$ cat config.mk
export PLATFORM = sky130hd
export DESIGN_NAME = instr_exec
export DESIGN_NICKNAME = d
export VERILOG_FILES = /design/src/instr_exec_pkg.sv /design/src/instr_exec.sv
export SDC_FILE = /design/constraint.sdc
export NUM_CORES = 1
export LEC_CHECK = 0
export BUFFER_PORTS_ARGS = -buffer_cell sky130_fd_sc_hd__buf_2
export CORE_ASPECT_RATIO = 1.1
export CORE_UTILIZATION = 35
export CTS_BUF_LIST = sky130_fd_sc_hd__clkbuf_4 sky130_fd_sc_hd__clkbuf_8
export DETAILED_ROUTE_END_ITERATION = 12
export MAX_ROUTING_LAYER = met4
export PLACE_DENSITY = 0.65
export SLEW_MARGIN = 20
export SYNTH_ARGS = -nofsm -noshare
export SYNTH_HDL_FRONTEND = slang
export SYNTH_SLANG_ARGS = --single-unit
$ cat constraint.sdc
create_clock -name sys_clk -period 2.5 [get_ports sys_clk]
set_clock_uncertainty 0.2 [all_clocks]
set_input_delay 0.625 -clock sys_clk [delete_from_list [all_inputs] [get_ports sys_clk]]
set_output_delay 0.625 -clock sys_clk [all_outputs]
set_load 0.005 [all_outputs]
$ cat src/instr_exec_pkg.sv
/*
 Constants, types and encodings for the three-instruction execution slice.
 Assumes a 14-bit instruction word, an 8-bit data path and a 13-bit program counter.
*/
`default_nettype none
package instr_exec_pkg;
   // ********************************
   // Widths
   // ********************************
   localparam int unsigned INSTR_W = 14;
   localparam int unsigned DATA_W = 8;
   localparam int unsigned PC_W = 13;
   localparam int unsigned FADDR_W = 7;
   localparam int unsigned JUMP_W = 11;
   // ********************************
   // Field positions and encodings
   // ********************************
   localparam int unsigned DEST_BIT = 7;
   localparam int unsigned PAGE_LO_BIT = 3;
   localparam int unsigned PAGE_HI_BIT = 4;
   localparam logic [5:0] COMPLEMENT_CODE = 6'h09;
   localparam logic [5:0] INC_SKIP_CODE = 6'h0F;
   localparam logic [2:0] JUMP_CODE = 3'h5;
   // ********************************
   // Reset values
   // ********************************
   localparam logic [PC_W-1:0] PC_RESET = 13'h0000;
   localparam logic [DATA_W-1:0] ACC_RESET = 8'h00;
   // ********************************
   // Types
   // ********************************
   typedef enum logic [2:0]
   {
      EXEC_RUN = 3'b001,
      EXEC_FLUSH = 3'b010,
      EXEC_IDLE = 3'b100
   } exec_state_type;
   typedef struct packed
   {
      logic en;
      logic [FADDR_W-1:0] addr;
      logic [DATA_W-1:0] data;
   } file_write_type;
endpackage : instr_exec_pkg
`default_nettype wire

$ cat src/instr_exec.sv
/*
 Execution slice of the core: complement, unconditional jump, increment-and-skip.
 Assumes program memory answers the fetch address in the same cycle, and that
 the register file reads combinationally at file_rd_addr.
*/
`default_nettype none
module instr_exec
(
   // Clock and reset
   input wire logic sys_clk,
   input wire logic reset_n,
   // Program memory
   input wire logic [instr_exec_pkg::INSTR_W-1:0] instr_word,
   output logic [instr_exec_pkg::PC_W-1:0] program_counter,
   // Register file
   output logic [instr_exec_pkg::FADDR_W-1:0] file_rd_addr,
   input wire logic [instr_exec_pkg::DATA_W-1:0] file_rd_data,
   output instr_exec_pkg::file_write_type file_wr,
   // Core state
   input wire logic [instr_exec_pkg::DATA_W-1:0] program_page_latch,
   output logic [instr_exec_pkg::DATA_W-1:0] accumulator,
   output logic zero_flag,
   output logic squashed
);
   // ********************************
   // Decode
   // ********************************
   function automatic logic is_op6(input logic [13:0] w, input logic [5:0] code);
      return w[13:8] == code;
   endfunction : is_op6

   function automatic logic is_op3(input logic [13:0] w, input logic [2:0] code);
      return w[13:11] == code;
   endfunction : is_op3

   instr_exec_pkg::exec_state_type state_ff, nxt_state;
   logic [instr_exec_pkg::PC_W-1:0] pc_ff, nxt_pc;
   logic [instr_exec_pkg::DATA_W-1:0] acc_ff, nxt_acc;
   logic zero_ff, nxt_zero;
   logic squash_ff, nxt_squash;
   logic hold_ff, nxt_hold;
   instr_exec_pkg::file_write_type wr_ff, nxt_wr;
   logic [instr_exec_pkg::DATA_W-1:0] result;
   logic complement_file_op;
   logic unconditional_jump_op;
   logic increment_skip_zero_op;
   logic dest_file;

   assign complement_file_op = is_op6(instr_word, instr_exec_pkg::COMPLEMENT_CODE);
   assign increment_skip_zero_op = is_op6(instr_word, instr_exec_pkg::INC_SKIP_CODE);
   assign unconditional_jump_op = is_op3(instr_word, instr_exec_pkg::JUMP_CODE);
   assign dest_file = instr_word[instr_exec_pkg::DEST_BIT];
   assign file_rd_addr = instr_word[instr_exec_pkg::FADDR_W-1:0];

   // ********************************
   // Next state
   // ********************************
   always_comb
   begin
      nxt_state = state_ff;
      nxt_pc = pc_ff;
      nxt_acc = acc_ff;
      nxt_squash = 1'b0;
      nxt_wr = '0;
      result = '0;
      case (state_ff)
         instr_exec_pkg::EXEC_RUN:
         begin
            nxt_pc = pc_ff + 13'h0001;
            if (complement_file_op)
            begin
               result = ~file_rd_data;
               if (dest_file)
               begin
                  nxt_wr.en = 1'b1;
                  nxt_wr.addr = file_rd_addr;
                  nxt_wr.data = result;
               end
               else
               begin
                  nxt_acc = result;
               end
            end
            else if (increment_skip_zero_op)
            begin
               result = file_rd_data + 8'h01;
               if (dest_file)
               begin
                  nxt_wr.en = 1'b1;
                  nxt_wr.addr = file_rd_addr;
                  nxt_wr.data = result;
               end
               else
               begin
                  nxt_acc = result;
               end
               if (result == 8'h00)
               begin
                  nxt_state = instr_exec_pkg::EXEC_FLUSH;
               end
            end
            else if (unconditional_jump_op)
            begin
               nxt_pc = {program_page_latch[instr_exec_pkg::PAGE_HI_BIT:instr_exec_pkg::PAGE_LO_BIT],
                         instr_word[instr_exec_pkg::JUMP_W-1:0]};
               nxt_state = instr_exec_pkg::EXEC_FLUSH;
            end
         end
         instr_exec_pkg::EXEC_FLUSH:
         begin
            if (hold_ff)
            begin
               nxt_pc = pc_ff;
            end
            else
            begin
               nxt_pc = pc_ff + 13'h0001;
            end
            nxt_squash = 1'b1;
            nxt_state = instr_exec_pkg::EXEC_RUN;
         end
         default:
         begin
            nxt_state = instr_exec_pkg::EXEC_RUN;
         end
      endcase
   end

   // ********************************
   // Registers
   // ********************************
   always_ff @(posedge sys_clk or negedge reset_n)
   begin
      if (!reset_n)
      begin
         state_ff <= instr_exec_pkg::EXEC_RUN;
         pc_ff <= instr_exec_pkg::PC_RESET;
         acc_ff <= instr_exec_pkg::ACC_RESET;
         squash_ff <= 1'b0;
         wr_ff <= '0;
      end
      else
      begin
         state_ff <= nxt_state;
         pc_ff <= nxt_pc;
         acc_ff <= nxt_acc;
         squash_ff <= nxt_squash;
         wr_ff <= nxt_wr;
      end
   end

   // ********************************
   // Zero flag
   // ********************************
   always_comb
   begin
      nxt_zero = zero_ff;
      if ((state_ff == instr_exec_pkg::EXEC_RUN) && complement_file_op)
      begin
         nxt_zero = (file_rd_data == 8'hFF);
      end
   end

   always_ff @(posedge sys_clk or negedge reset_n)
   begin
      if (!reset_n)
      begin
         zero_ff <= 1'b0;
      end
      else
      begin
         zero_ff <= nxt_zero;
      end
   end

   // ********************************
   // Fetch hold after a jump
   // ********************************
   always_comb
   begin
      nxt_hold = 1'b0;
      if ((state_ff == instr_exec_pkg::EXEC_RUN) && !complement_file_op && !increment_skip_zero_op
          && unconditional_jump_op)
      begin
         nxt_hold = 1'b1;
      end
   end

   always_ff @(posedge sys_clk or negedge reset_n)
   begin
      if (!reset_n)
      begin
         hold_ff <= 1'b0;
      end
      else
      begin
         hold_ff <= nxt_hold;
      end
   end

   // ********************************
   // Outputs
   // ********************************
   assign program_counter = pc_ff;
   assign accumulator = acc_ff;
   assign zero_flag = zero_ff;
   assign squashed = squash_ff;
   assign file_wr = wr_ff;
endmodule : instr_exec
`default_nettype wire

==> summary.txt <==
Critical path
  • Critical R2R Capture: program_counter[2]
  • Max incr delay on CP: 420 ps
  • Worst-path cell chain: buf_2 -> ha_1 -> xnor2_1 -> nand4_2 -> a2111o_1 -> a2bb2oi_1
  • CP Capture Type: flop
  • Crit path required time: 2500 ps
  • Critical path startpoint: file_rd_data[1]
  • Crit path max-delay family: compound AO/OA/AOI/OAI gates
  • Critical path's slowest cell: a2111o_1
  • Max FO, Critical Path: 9
  • Cells on worst reg2reg path: 4
  • Crit path DAT: 1970 ps
  • Critical path class: input port to flop
  • Reg-to-reg slack, setup: 610 ps
  • Worst Setup Start Kind: input port
  • WP buf/inv: 1
  • Launch point of the worst reg-to-reg path: state_ff[0]

Finish
  • Most frequent cells in the layout: buf_2 (71), dfrtp_1 (41), o21ai_0 (19)
  • Final core occ: 44.2%
  • N_diodes: 0
  • Area Growth Syn to Fin: 20.8%
  • Reg area: 0.00105 mm^2
  • Nets: 328
  • Fillers: 652
  • Multi-input logic area: 0.00105 mm^2
  • Fraction of layout cells with a size suffix above 1: 32.7%
  • Most common cell after layout, fill and taps aside: buf_2

Floorplanning
  • IO Pins: 78
  • Die height: 86.4 um
  • Core area: 0.00619 mm^2
  • Starting Density: 36.6%
  • Site Rows: 30
  • Die area: 0.00680 mm^2
  • Die width: 78.7 um

STA
  • RSZ-0062 raised after global routing: false
  • Worst slew margin: 46.6%
  • Final Hold Viols: 0
  • Tmin final: 1970 ps
  • Crit share post-route: 78.7%
  • Sum Neg Setup Slack: 0 ps
  • Slew Limit Fails: 0
  • # setup viols final: 0
  • Max Clk Rate: 0.508 GHz
  • Worst slew pin tran: 796 ps

Synthesis
  • Synth Flop Type: dfrtp_1
  • Synth top area cells: dfrtp_1 (45%), o21ai_0 (4.4%), a21oi_1 (2.9%)
  • Top cell type's share of synthesized area: 45.3%
  • EDFF count, synth: 0
  • Leading area contributor after synthesis: dfrtp_1
  • Unique masters post-synth: 53
  • Async set-reset flop share out of synthesis: 100%
  • Ys Warns: 0
  • Synthesized area per cell: 9.77 um^2
  • Register area share after synthesis: 46.4%
  • Syn Nets: 267
  • Synthesized area: 0.00227 mm^2
  • Syn Inst Count: 232
  • #FFs+latches synth: 42

Power
  • P_leak: 1.31 nW
  • Internal: 0.00138 W
  • Combinational Power Share: 27.1%
  • Power per standard cell area: 742 mW/mm^2
  • Sw frac: 32.1%
  • Clk pwr share: 27.6%
  • Maximum vdd drop: 0.000314 V
  • Sequential share of power: 45.2%
  • Switching Power: 0.000652 W

CTS
  • Post-CTS Hold Buffers: 0
  • TritonCTS clock tree: done
  • Num CTS Buffers: 5
  • Post-CTS setup buffer count: 0
  • CTS resizes: 0
  • H-tree depth: 2
  • Clk_lat worst skew: 290 ps
  • Reg clk slew, reported paths: 80 ps
  • Clock buffer depth: 2
  • Root Buffer: clkbuf_8
  • Clock sink count: 42

Route
  • Routed via count: 1926
  • Post-DRT Antenna Nets: 0
  • Vias per cell: 5.15
  • Routed WL: 5.31 mm
  • Post-route DRC: 0
  • Initial DRC Count: 58
  • Per-cell routed wire length: 14.2 um
  • TritonRoute pass-1 iters: 4

Place
  • Post-DP HPWL: 3.83 mm
  • IO Port Bufs: 71
  • Final Wtd Congestion: 0.884

Global routing
  • Met3 usage: 3.16%
  • Global-route wire length before repair: 8.70 mm
  • Pin count of the biggest net entering global routing: 43
  • Met1 Use GR: 22.4%
  • Global route hottest layer: met2
  • Vias in the first global route: 1773
  • Grt ovf: 0
  • Met2 GRT Util: 25.8%
  • Overall Global Routing Usage: 17.0%
  • Initial antenna violation count: 0

Run
  • Max Cap Viol: 0

Status
  • Status: finished clean

Hold path
  • HP Class: input port to asynchronous set/reset pin
sequential cells by signal, indices dropped and copies added, names as in the netlist:
register	flops
squashed	1
zero_flag	1
file_wr	16
state_ff	2
hold_ff	1
program_counter	13
accumulator	8
cell usage after synthesis (6+ instances only):
| cell type | count |
|---|---|
| a21oi_1 | 13 |
| and2_1 | 9 |
| and3_1 | 6 |
| buf_2 | 9 |
| buf_4 | 8 |
| dfrtp_1 | 41 |
| nand2_1 | 15 |
| nand3_1 | 6 |
| nand4_1 | 7 |
| nor2_1 | 11 |
| nor3_1 | 8 |
| o21ai_0 | 20 |
| o22a_1 | 7 |
power by group through the flow:
stage | registers, W | clock network (W) | logic [W]
floorplan | 0.000922 | 0 | 0.000335
global placement | 0.000927 | 0 | 0.000544
detailed placement | 0.000931 | 0 | 0.000552
CTS | 0.000917 | 0.000575 | 0.000556
global route | 0.000938 | 0.000604 | 0.000622
finish | 0.000919 | 0.000561 | 0.000551
stage by stage:
| stage | worst slack, ps | power (W) | hold slack (ps) | cells | cell area, um^2 |
|---|---|---|---|---|---|
| 6_report | 532 | 0.00203 | 197 | 374 | 2740 |
| 3_5_place_dp | 208 | 0.00148 | 272 | 366 | 2620 |
| 5_1_grt | 418 | 0.00216 | 246 | 374 | 2740 |
| 3_3_place_gp | 234 | 0.00147 | 258 | 366 | 2620 |
| 2_1_floorplan | 487 | 0.00126 | 129 | 232 | 2270 |
| 4_1_cts | 217 | 0.00205 | 207 | 374 | 2740 |
how the worst max path moves through the flow:
stage | endpoint | slack [ps] | depth (start not counted)
final | state_ff[0] | 530 | 6
after global routing | program_counter[2] | 420 | 4
after CTS | program_counter[2] | 220 | 4
after detailed placement | state_ff[0] | 210 | 6
after global placement | state_ff[0] | 230 | 6
after floorplan | state_ff[0] | 490 | 6
routing by layer:
metal	up-vias	part of all wire, %
met3	2	3.9
li1	964	-
met2	45	48
met1	915	47
met5	-	0
met4	0	0.72
area by class of cell:
| type | count | area share [%] |
|---|---|---|
| Sequential cell | 42 | 38.4 |
| Inverter | 6 | 0.823 |
| Clock inverter | 1 | 1.10 |
| Tap cell | 80 | 3.66 |
| Clock buffer | 7 | 3.06 |
| Timing Repair Buffer | 77 | 14.6 |
| Multi-Input combinational cell | 161 | 38.3 |
logic make-up after synthesis:
| logic type | share of synthesized area, % |
|---|---|
| adder cells (fa/ha/maj) | 1.66 |
| XOR/XNOR | 2.32 |
| multiplexers | 0.939 |
| AND/OR/NAND/NOR | 20.1 |
| AO/OA/AOI/OAI | 21.3 |
| buffers and inverters | 7.29 |
| flip-flops | 46.4 |
Power figures use the tool's default switching activity.
